[config.mk]
export PLATFORM = sky130hd
export DESIGN_NAME = sar_adc_ctrl
export DESIGN_NICKNAME = d
export VERILOG_FILES = /design/src/sar_adc_pkg.sv /design/src/sar_adc_ctrl.sv /design/src/pin_sync.sv
export VERILOG_INCLUDE_DIRS = /design/src /design/src/src
export SDC_FILE = /design/constraint.sdc
export NUM_CORES = 1
export LEC_CHECK = 0
export BUFFER_PORTS_ARGS = -buffer_cell sky130_fd_sc_hd__buf_2
export CAP_MARGIN = 20
export CORE_MARGIN = 5
export CORE_UTILIZATION = 45
export DETAILED_ROUTE_END_ITERATION = 10
export GPL_TIMING_DRIVEN = 0
export SLEW_MARGIN = 40
export SYNTH_ARGS = -nofsm -noshare
export SYNTH_HDL_FRONTEND = slang
export SYNTH_HIERARCHICAL = 1
export SYNTH_SLANG_ARGS = --single-unit
[constraint.sdc]
create_clock -name CLK_SYS -period 3.8 [get_ports CLK_SYS]
set_clock_uncertainty 0.2 [all_clocks]
set_input_delay 0.19 -clock CLK_SYS [delete_from_list [all_inputs] [get_ports CLK_SYS]]
set_output_delay 0.19 -clock CLK_SYS [all_outputs]
set_load 0.02 [all_outputs]
[src/sar_adc_cfg.svh]
// Constants for the parallel-host converter control block.
// Assumes inclusion by bare name from the design files only.
`ifndef SAR_ADC_CFG_SVH
`define SAR_ADC_CFG_SVH

// Result width and the conversion frame, counted in conversion-clock cycles.
`define ADC_RES_BITS 12
`define ADC_LAST_BIT_CYC 5'd12
`define ADC_SAMPLE_FIRST_CYC 5'd13
`define ADC_FRAME_CYC 5'd16
`define ADC_FIRST_CYC 5'd1

// Reset values.
`define ADC_RESULT_RST 12'h000
`define ADC_MUX_RST 2'h0

// Accepted conversion-clock range and throughput per clock.
`define ADC_CONV_CLK_MIN_KHZ 200
`define ADC_CONV_CLK_MAX_KHZ 3200
`define ADC_CLKS_PER_SAMPLE 16

// System clock period and the busy response time after a start.
`define SYS_CLK_PERIOD_PS 5000
`define ADC_BUSY_DELAY_NS 20
`define ADC_BUSY_DELAY_CYC ((`ADC_BUSY_DELAY_NS * 1000) / `SYS_CLK_PERIOD_PS)

// Synchroniser depth for pin inputs.
`define PIN_SYNC_STAGES 2

`endif

[src/sar_adc_pkg.sv]
// Types shared by the converter control block and its pin synchroniser.
// Assumes nothing beyond a SystemVerilog compiler.
package sar_adc_pkg;

  // Pin inputs from the host side and the conversion clock, kept together.
  typedef struct packed {
    logic wr_n;
    logic rd_n;
    logic cs_n;
    logic chan_sel_hi;
    logic chan_sel_lo;
    logic conv_clk;
  } pins_s;

  // Conversion control states, one-hot.
  typedef enum logic [3:0] {
    ST_IDLE = 4'b0001,
    ST_ARMED = 4'b0010,
    ST_CONV = 4'b0100,
    ST_SAMPLE = 4'b1000
  } conv_state_e;

  typedef logic [11:0] result_t;

endpackage

[src/sar_adc_ctrl.sv]
// Conversion control and parallel read port of a four-channel 12-bit SAR converter.
// Assumes host strobes and the conversion clock arrive asynchronously on pins, and that the
// capacitor-array comparator answers within one conversion-clock cycle on CMP_HIGH.
// Contract
// A start is taken on the write strobe's falling edge with chip select low.
// Conversion begins on the first conversion-clock rise after the write strobe falls.
// One bit per conversion-clock cycle, MSB first, LSB decided in cycle twelve.
// Sample-and-hold charges from the selected input during cycles thirteen to sixteen.
// Busy goes low after a start and high as soon as conversion completes.
// After busy rises the host reads the result with chip select and read low.
// Data pins driven only while chip select and read are both low. DATA_OE follows the synchronised strobes, two system clocks late.
// Channel bits latch on write rise and select the next conversion's input.
// Channel low bit high at read rise puts the converter in power-down.
// Host holds write low over one conversion-clock rise plus 25 ns.
// Host write strobe width comes from a 6-bit count, at most 64 cycles.
// Host writes to start, takes busy rise as interrupt, reads one result.
// Host drives the channel bits from two of its own address lines.
// Conversion clock 200 kHz to 3.2 MHz; throughput is one sixteenth of it.
// Host may poll the conversion clock and write a known time after it falls.
// Continuous conversion needs starts at a fixed period to avoid jitter.
// Full rate needs one write low phase every sixteen conversion-clock cycles.
// First conversion after start-up has no latched channel and is flagged dummy.
// Completed result stays stable until the next conversion completes.
`timescale 1ns/1ps
`include "sar_adc_cfg.svh"
module sar_adc_ctrl (
  input wire logic CLK_SYS,
  input wire logic RST_N,
  input wire logic WR_N,
  input wire logic RD_N,
  input wire logic CS_N,
  input wire logic CHAN_SEL_LO,
  input wire logic CHAN_SEL_HI,
  input wire logic CONV_CLK,
  input wire logic CMP_HIGH,
  output logic BUSY_N,
  output logic [11:0] DATA_OUT,
  output logic DATA_OE,
  output logic [11:0] TRIAL_CODE,
  output logic SAMPLE_EN,
  output logic [1:0] MUX_SEL,
  output logic POWER_DOWN,
  output logic RESULT_DUMMY
);

  sar_adc_pkg::pins_s pin_raw;
  sar_adc_pkg::pins_s pin_q;
  sar_adc_pkg::pins_s pin_rise;
  sar_adc_pkg::pins_s pin_fall;
  sar_adc_pkg::conv_state_e state_r, state_nxt;
  logic [4:0] cyc_r, cyc_nxt;
  sar_adc_pkg::result_t work_r, work_nxt;
  sar_adc_pkg::result_t trial_r, trial_nxt;
  sar_adc_pkg::result_t result_r, result_nxt;
  logic busy_n_r, busy_n_nxt;
  logic [1:0] mux_r, mux_nxt;
  logic pd_r, pd_nxt;
  logic chan_valid_r, chan_valid_nxt;
  logic held_ok_r, held_ok_nxt;
  logic dummy_r, dummy_nxt;
  logic arm_in_sample_r, arm_in_sample_nxt;
  logic start;
  logic conv_rise;
  logic done;
  sar_adc_pkg::result_t decided;

  // Bit under trial in a given conversion cycle; cycle one is the MSB.
  function automatic sar_adc_pkg::result_t bit_mask(input logic [4:0] cyc);
    sar_adc_pkg::result_t m;
    m = 12'h800 >> (cyc - `ADC_FIRST_CYC);
    return m;
  endfunction

  // All pins but CMP_HIGH, the conversion clock among them, pass two flip-flops first.
  assign pin_raw = '{wr_n: WR_N, rd_n: RD_N, cs_n: CS_N, chan_sel_hi: CHAN_SEL_HI,
                     chan_sel_lo: CHAN_SEL_LO, conv_clk: CONV_CLK};

  pin_sync #(
    .W($bits(sar_adc_pkg::pins_s))
  ) u_pin_sync (
    .CLK_SYS(CLK_SYS),
    .RST_N(RST_N),
    .D(pin_raw),
    .Q(pin_q),
    .RISE(pin_rise),
    .FALL(pin_fall)
  );

  // Events seen by the sequencer.
  assign start = pin_fall.wr_n & ~pin_q.cs_n & ((state_r == sar_adc_pkg::ST_IDLE) |
                 (state_r == sar_adc_pkg::ST_SAMPLE));
  assign conv_rise = pin_rise.conv_clk;
  assign done = (state_r == sar_adc_pkg::ST_CONV) & conv_rise & (cyc_r == `ADC_LAST_BIT_CYC);
  assign decided = CMP_HIGH ? (work_r | bit_mask(cyc_r)) : work_r;

  // Next-state logic of the conversion frame. A start in the sample phase arms the next frame,
  // but charging goes on until the conversion clock rises, since a full-rate host writes
  // during cycle sixteen and would otherwise lose part of the sample.
  always_comb begin
    state_nxt = state_r;
    cyc_nxt = cyc_r;
    work_nxt = work_r;
    trial_nxt = trial_r;
    result_nxt = result_r;
    busy_n_nxt = busy_n_r;
    held_ok_nxt = held_ok_r;
    dummy_nxt = dummy_r;
    arm_in_sample_nxt = arm_in_sample_r;
    pd_nxt = pd_r;
    case (state_r)
      sar_adc_pkg::ST_IDLE, sar_adc_pkg::ST_SAMPLE: begin
        if (start) begin
          state_nxt = sar_adc_pkg::ST_ARMED;
          busy_n_nxt = 1'b0;
          pd_nxt = 1'b0;
          arm_in_sample_nxt = (state_r == sar_adc_pkg::ST_SAMPLE);
        end else if (state_r == sar_adc_pkg::ST_SAMPLE && conv_rise) begin
          if (cyc_r == `ADC_FRAME_CYC) begin
            state_nxt = sar_adc_pkg::ST_IDLE;
            held_ok_nxt = chan_valid_r;
          end else begin
            cyc_nxt = cyc_r + 5'd1;
          end
        end
      end
      sar_adc_pkg::ST_ARMED: begin
        if (conv_rise) begin
          state_nxt = sar_adc_pkg::ST_CONV;
          cyc_nxt = `ADC_FIRST_CYC;
          work_nxt = `ADC_RESULT_RST;
          trial_nxt = bit_mask(`ADC_FIRST_CYC);
          arm_in_sample_nxt = 1'b0;
          // A sample phase that ran into this frame still counts once a channel is latched.
          if (arm_in_sample_r) begin
            held_ok_nxt = chan_valid_r;
          end
        end
      end
      sar_adc_pkg::ST_CONV: begin
        if (conv_rise) begin
          work_nxt = decided;
          cyc_nxt = cyc_r + 5'd1;
          if (done) begin
            state_nxt = sar_adc_pkg::ST_SAMPLE;
            result_nxt = decided;
            busy_n_nxt = 1'b1;
            dummy_nxt = ~held_ok_r;
            held_ok_nxt = 1'b0;
            trial_nxt = decided;
          end else begin
            trial_nxt = decided | bit_mask(cyc_r + 5'd1);
          end
        end
      end
      default: begin
        state_nxt = sar_adc_pkg::ST_IDLE;
      end
    endcase
    // Read rise with the channel low bit set parks the converter.
    if (pin_rise.rd_n & ~pin_q.cs_n & pin_q.chan_sel_lo) begin
      pd_nxt = 1'b1;
    end
  end

  // Channel latch on the write strobe's rising edge; it steers the next sample phase.
  always_comb begin
    mux_nxt = mux_r;
    chan_valid_nxt = chan_valid_r;
    if (pin_rise.wr_n & ~pin_q.cs_n) begin
      mux_nxt = {pin_q.chan_sel_hi, pin_q.chan_sel_lo};
      chan_valid_nxt = 1'b1;
    end
  end

  // Registers of the sequencer; reset leaves the first result flagged as dummy.
  always_ff @(posedge CLK_SYS or negedge RST_N) begin
    if (!RST_N) begin
      state_r <= sar_adc_pkg::ST_IDLE;
      cyc_r <= 5'd0;
      work_r <= `ADC_RESULT_RST;
      trial_r <= `ADC_RESULT_RST;
      result_r <= `ADC_RESULT_RST;
      busy_n_r <= 1'b1;
      held_ok_r <= 1'b0;
      dummy_r <= 1'b1;
      arm_in_sample_r <= 1'b0;
      pd_r <= 1'b0;
      mux_r <= `ADC_MUX_RST;
      chan_valid_r <= 1'b0;
    end else begin
      state_r <= state_nxt;
      cyc_r <= cyc_nxt;
      work_r <= work_nxt;
      trial_r <= trial_nxt;
      result_r <= result_nxt;
      busy_n_r <= busy_n_nxt;
      held_ok_r <= held_ok_nxt;
      dummy_r <= dummy_nxt;
      arm_in_sample_r <= arm_in_sample_nxt;
      pd_r <= pd_nxt;
      mux_r <= mux_nxt;
      chan_valid_r <= chan_valid_nxt;
    end
  end

  // Outputs. The bus enable decodes the synchronised strobes, so a read with chip select high leaves
  // the data pins released, and the enable follows the pins two system clocks late.
  assign BUSY_N = busy_n_r;
  assign DATA_OUT = result_r;
  assign DATA_OE = ~pin_q.cs_n & ~pin_q.rd_n;
  assign TRIAL_CODE = trial_r;
  assign SAMPLE_EN = ((state_r == sar_adc_pkg::ST_SAMPLE) |
                      ((state_r == sar_adc_pkg::ST_ARMED) & arm_in_sample_r)) & ~pd_r;
  assign MUX_SEL = mux_r;
  assign POWER_DOWN = pd_r;
  assign RESULT_DUMMY = dummy_r;
endmodule // sar_adc_ctrl

[src/pin_sync.sv]
// Two-stage synchroniser with edge pulses for a group of pin inputs.
// Assumes the inputs are asynchronous to CLK_SYS; edges come from stages two and three only.
`timescale 1ns/1ps
module pin_sync #(
  parameter int W = 6
) (
  input wire logic CLK_SYS,
  input wire logic RST_N,
  input wire logic [W-1:0] D,
  output logic [W-1:0] Q,
  output logic [W-1:0] RISE,
  output logic [W-1:0] FALL
);

  logic [W-1:0] s1_r;
  logic [W-1:0] s2_r;
  logic [W-1:0] s3_r;

  // Each bit gets its own chain; strobes idle high so the chain resets high.
  genvar i;
  generate
    for (i = 0; i < W; i = i + 1) begin : g_bit
      always_ff @(posedge CLK_SYS or negedge RST_N) begin
        if (!RST_N) begin
          s1_r[i] <= 1'b1;
          s2_r[i] <= 1'b1;
          s3_r[i] <= 1'b1;
        end else begin
          s1_r[i] <= D[i];
          s2_r[i] <= s1_r[i];
          s3_r[i] <= s2_r[i];
        end
      end
      // The first stage is never looked at here, to keep metastability out of the edges.
      assign Q[i] = s2_r[i];
      assign RISE[i] = s2_r[i] & ~s3_r[i];
      assign FALL[i] = ~s2_r[i] & s3_r[i];
    end
  endgenerate

endmodule // pin_sync

Word level (Yosys, flattened, before mapping)
Cells that the tools add are included.
{ "classes": {"n_bitwise": 26, "n_addsub": 3, "n_mux": 38, "reduce_logical": 16, "shifts": 2, "n_eq_ne": 17} }
{ "op_table": {"columns": ["op", "count"], "rows": [
  ["12-bit two-way mux", 6],
  ["12-bit one-hot mux with 2 select lines", 2],
  ["5-bit two-way mux", 5],
  ["4-bit two-way mux", 6],
  ["12-bit OR", 2],
  ["12-bit by 5-bit right shift with 12-bit output, first input constant", 2],
  ["2-bit != test, second input constant", 9],
  ["5-bit one-hot mux with 3 select lines", 1],
  ["1-bit AND", 14],
  ["1-bit two-way mux", 14],
  ["4-bit one-hot mux with 3 select lines", 1],
  ["2-bit nonzero test", 5],
  ["5-bit by 1-bit subtractor with 5-bit output, second input constant", 2],
  ["3-bit AND reduction", 3],
  ["1-bit NOT", 8],
  ["8-bit AND reduction", 1],
  ["3-bit != test, second input constant", 2],
  ["6-bit AND reduction", 1],
  ["5-bit by 1-bit adder with 5-bit output, second input constant", 1],
  ["5-bit by 4-bit equality test with 1-bit output, second input constant", 1],
  ["5-bit equality test, second input constant", 1],
  ["5-bit AND reduction", 1],
  ["4-bit by 1-bit equality test with 1-bit output, second input constant", 1],
  ["4-bit by 2-bit equality test with 1-bit output, second input constant", 1],
  ["10 further kinds", 12]
]} }
{ "totals": {"out_inout_bits": 31, "elab_cells": 129, "regBits": 68, "in_bits": 9} }

Logic depth before layout (Yosys ltp)
{ "depth": {"word_depth": 8, "depth_mapped": 8} }

Cells and area by module
Netlist, hierarchy kept.
{ "by_module_without_submodules": {"columns": ["module", "cells_per_inst", "area_each_um2", "seq_area_each_um2", "instances"], "rows": [
  ["sar_adc_ctrl", 280, 2879.0, 1330.0, 1],
  ["pin_sync", 30, 578.1, 473.0, 1]
]} }

Least setup slack after synthesis
No wires, ideal clock.
{ "synth_path": {"path_kind": "register to register", "from": "register cyc_r[0]", "to": "register held_ok_r", "path_stages_with_launch": 9, "synth_period_minus_slack_ps": 2377, "setup_time_ps": 118, "arrival_ps": 2059, "required_ps": 3482, "slack_ps": 1423, "cell_sequence": "dfrtp_1 buf_2 inv_1 ha_1 nor4bb_1 a311oi_1 o21bai_1 or3b_1 a21o_1"} }
{ "synth_via": {"elab_chain_len": 4, "elab_cells_between_ends": 6, "cone_classes": "eq/ne: 4; bitwise: 1; reduce/logical: 1"} }
{ "synth_lines": {"columns": ["item", "line", "rtl"], "rows": [
  ["start, declared", "sar_adc_ctrl.sv:51", "logic [4:0] cyc_r, cyc_nxt;"],
  ["start signal, assigned", "sar_adc_ctrl.sv:192", "cyc_r <= cyc_nxt;"],
  ["5-bit by 4-bit equality test with 1-bit output (no line)", null, null],
  ["1-bit AND", "sar_adc_ctrl.sv:93", "assign done = (state_r == sar_adc_pkg::ST_CONV) & conv_rise & (cyc_r == `ADC_LAST_BIT_CYC);"],
  ["2-bit != test (no line)", null, null],
  ["8-bit AND reduction (no line) *", null, null],
  ["end signal, assigned", "sar_adc_ctrl.sv:197", "held_ok_r <= held_ok_nxt;"],
  ["end, declared", "sar_adc_ctrl.sv:59", "logic held_ok_r, held_ok_nxt;"]
]} }
Every way passes the cells marked *; elsewhere a longest branch is shown, timed or not.
A chain may end at the register's enable or synchronous reset.

Final worst setup path
{ "layout_path": {"from": "register cyc_r[0]", "to": "register trial_r[4] (netlist: TRIAL_CODE[4])"} }
{ "layout_via": {"elab_chain_len": 8, "elab_cells_between_ends": 13, "cone_classes": "add/sub: 3; eq/ne: 1; shift: 2; mux: 4; bitwise: 3"} }
{ "layout_lines": {"columns": ["item", "line", "rtl"], "rows": [
  ["branches (longest 5 deep; another with 5-bit by 1-bit adder with 5-bit output)", null, null],
  ["12-bit two-way mux *", "sar_adc_ctrl.sv:143", "if (done) begin"],
  ["12-bit two-way mux *", "sar_adc_ctrl.sv:140", "if (conv_rise) begin"],
  ["12-bit one-hot mux with 2 select lines *", "sar_adc_ctrl.sv:110", "case (state_r)"],
  ["end signal, assigned", "sar_adc_ctrl.sv:181", "trial_r <= `ADC_RESULT_RST;"],
  ["end signal, assigned", "sar_adc_ctrl.sv:194", "trial_r <= trial_nxt;"],
  ["end, declared", "sar_adc_ctrl.sv:53", "sar_adc_pkg::result_t trial_r, trial_nxt;"]
]} }
Every way passes the cells marked *. The select of a mux whose other input is x is not followed.

==> impl_metrics.toml <==
[worst_setup_path]
critPathBufInv = 2
cp-start-kind = "flip-flop"
max_stage_delay_ns = 0.55
cp.required_ns = 3.88
crit_chain = "buf_2 > inv_1 > ha_1 > nor2b_1 > o31a_1 > o211ai_2 > a2111oi_2 > a211o_1"
reg2regPathDepth = 8
r2r-end = "TRIAL_CODE[4]"
r2r-start = "cyc_r[0]"
crit_arrival_ns = 2.88
critPathKind = "reg -> reg"
cp_slowest_cell = "a2111oi_2"
critPathCaptureType = "flip-flop"
critPathTopFamily = "compound AO/OA/AOI/OAI gates"
worstPathMaxFanout = 10
rrSetupSlack_ns = 1.0

[global_route]
grt_pass1_wl_um = 12100
overflow = 0
grt_pass1_vias = 2398
grt_max_degree = 37
antenna_found_initial = 0
track_usage_pct = 17.3

[synthesis]
syn_area_per_cell_um2 = 11.1
synthCells = 299
syn-num-nets = 314
synthesis.area_mm2 = 0.00331
ys_warn_count = 6

[die]
rows = 31
die_x_um = 95.7
io_pins = 40
start_util_pct = 45.9
core-area_mm2 = 0.00721
die_area_mm2 = 0.00917
dieHeight_um = 95.7

[sta]
finalSetupTns_ns = 0
worst_slack_ns = 1.00
finalCritPeriodShare_pct = 73.7
hold_viol = 0
finalSetupViolations = 0
relSlewSlack_pct = 57.4
fmax_mhz = 357
worst_slew_pin_slew_ns = 0.639
hold_ws_ns = 0.0873
rsz0062_at_grt = "no"
period_minus_slack_ns = 2.80
report.final.slew_viol_count = 0

[clock_tree]
clkTransAtPathRegs_ns = 0.08
clock_latency_ns = 0.34
cts_buffers = 9
cts_sinks = 68
cts_tree = "built"
clockRootBuffer = "clkbuf_8"
ctsResizeCount = 0
h-tree-depth = 3
postCtsSetupBuffers = 0
cts_buffer_depth = 2

[route]
drc = 0
vias = 2504
vias_per_cell = 5.43
dr.pass1.iters = 6
dr.first_iter.drc_count = 103
drt-total-wl_um = 7140
avgRoutedWirePerCell_um = 15.5
ant_nets = 0

[power_and_ir_drop]
ir_drop_mv = 0.349
total_power_mw = 2.41
power.leakage_nw = 1.79
pwr_density_cell_mw_per_mm2 = 612

[place]
placed_cells = 438
placement.io_buffers = 39
dp_hpwl_um = 5000
globalplace.congestion = 0.827
postPlaceCellArea_mm2 = 0.00365
place_ws_ns = 1.03

[cells_and_area]
final_cells = 461
fin_util_pct = 54.6
design_area_mm2 = 0.00394
fillerInstances = 672
areaGrowthSynthToFinish_pct = 19.2
nNetsFinal = 372
drive_gt1_share_pct = 30.7
diodes = 0

[run_status]
outcome = "completed"

[worst_hold_path]
worstHoldPathType = "in -> async"

[job]
drv_cap = 0
## state kept, by name, summed over array words and instances (netlist names), 3 cells and up
signal,flops
u_pin_sync/Q,6
TRIAL_CODE,12
u_pin_sync/s1_r,6
u_pin_sync/s3_r,3
work_r,12
DATA_OUT,12
state_r,4
cyc_r,5
## area by class of cell
cell class / count / area, µm² / share of cell area (%)
buffer: 20 / 110 / 2.79
multi-input combinational: 205 / 1450 / 36.8
tap: 99 / 124 / 3.14
inverter: 6 / 22.5 / 0.571
sequential: 68 / 1720 / 43.7
clock buffer: 12 / 145 / 3.68
timing repair buffer: 47 / 292 / 7.39
clock inverter: 4 / 73.8 / 1.87
## power breakdown
| part | leakage (nW) | switching, mW | internal (mW) | total [mW] |
|---|---|---|---|---|
| Combinational | 0.882 | 0.536 | 0.341 | 0.878 |
| Sequential | 0.803 | 0.0542 | 0.823 | 0.878 |
| Clock | 0.111 | 0.271 | 0.388 | 0.659 |
| Total | 1.79 | 0.862 | 1.55 | 2.41 |
## per-layer routing
metal	routed length, µm	GRT usage (%)	vias to the layer above	part of all wire, %
li1	-	-	1199	-
met1	3370	24.1	1241	47
met2	3360	25.9	58	47
met3	345	4.46	6	4.8
met4	68	6.75	0	0.95
met5	0	0	-	0
## worst reg2reg max path: stages (launching register included)
cell       delay, ns
dfrtp_1         0.45
buf_2           0.25
inv_1           0.12
ha_1            0.41
nor2b_1         0.18
o31a_1          0.17
o211ai_2        0.22
a2111oi_2       0.55
a211o_1         0.21
## cell usage in the layout (no fill, tap or decap), types with 11 or more instances in the layout
master and n:
nand2b_1 12, mux2_2 11, dfrtp_1 50, clkbuf_1 12
nor2_1 19, buf_2 42, a21oi_1 11, nand2_1 25
o21ai_0 18, dfstp_2 18
## worst max-delay path by stage
stage,from,endpoint,slack (ns),depth (start not counted)
after CTS,cyc_r[0],TRIAL_CODE[4],1.00,8
after global routing,cyc_r[0],TRIAL_CODE[6],0.71,8
after floorplan,cyc_r[0],held_ok_r,1.42,8
final,cyc_r[0],TRIAL_CODE[4],1.0,8
after global placement,cyc_r[0],held_ok_r,1.03,8
after detailed placement,cyc_r[0],TRIAL_CODE[4],1.03,8
## timing repair
action | 4_1_cts | 5_1_grt
hold buffers | 7 | 0
endpoints found under the hold margin | 74 | 0
endpoints found under the setup margin | 0 | 0
No activity file was read; power rests on OpenSTA's default activity.
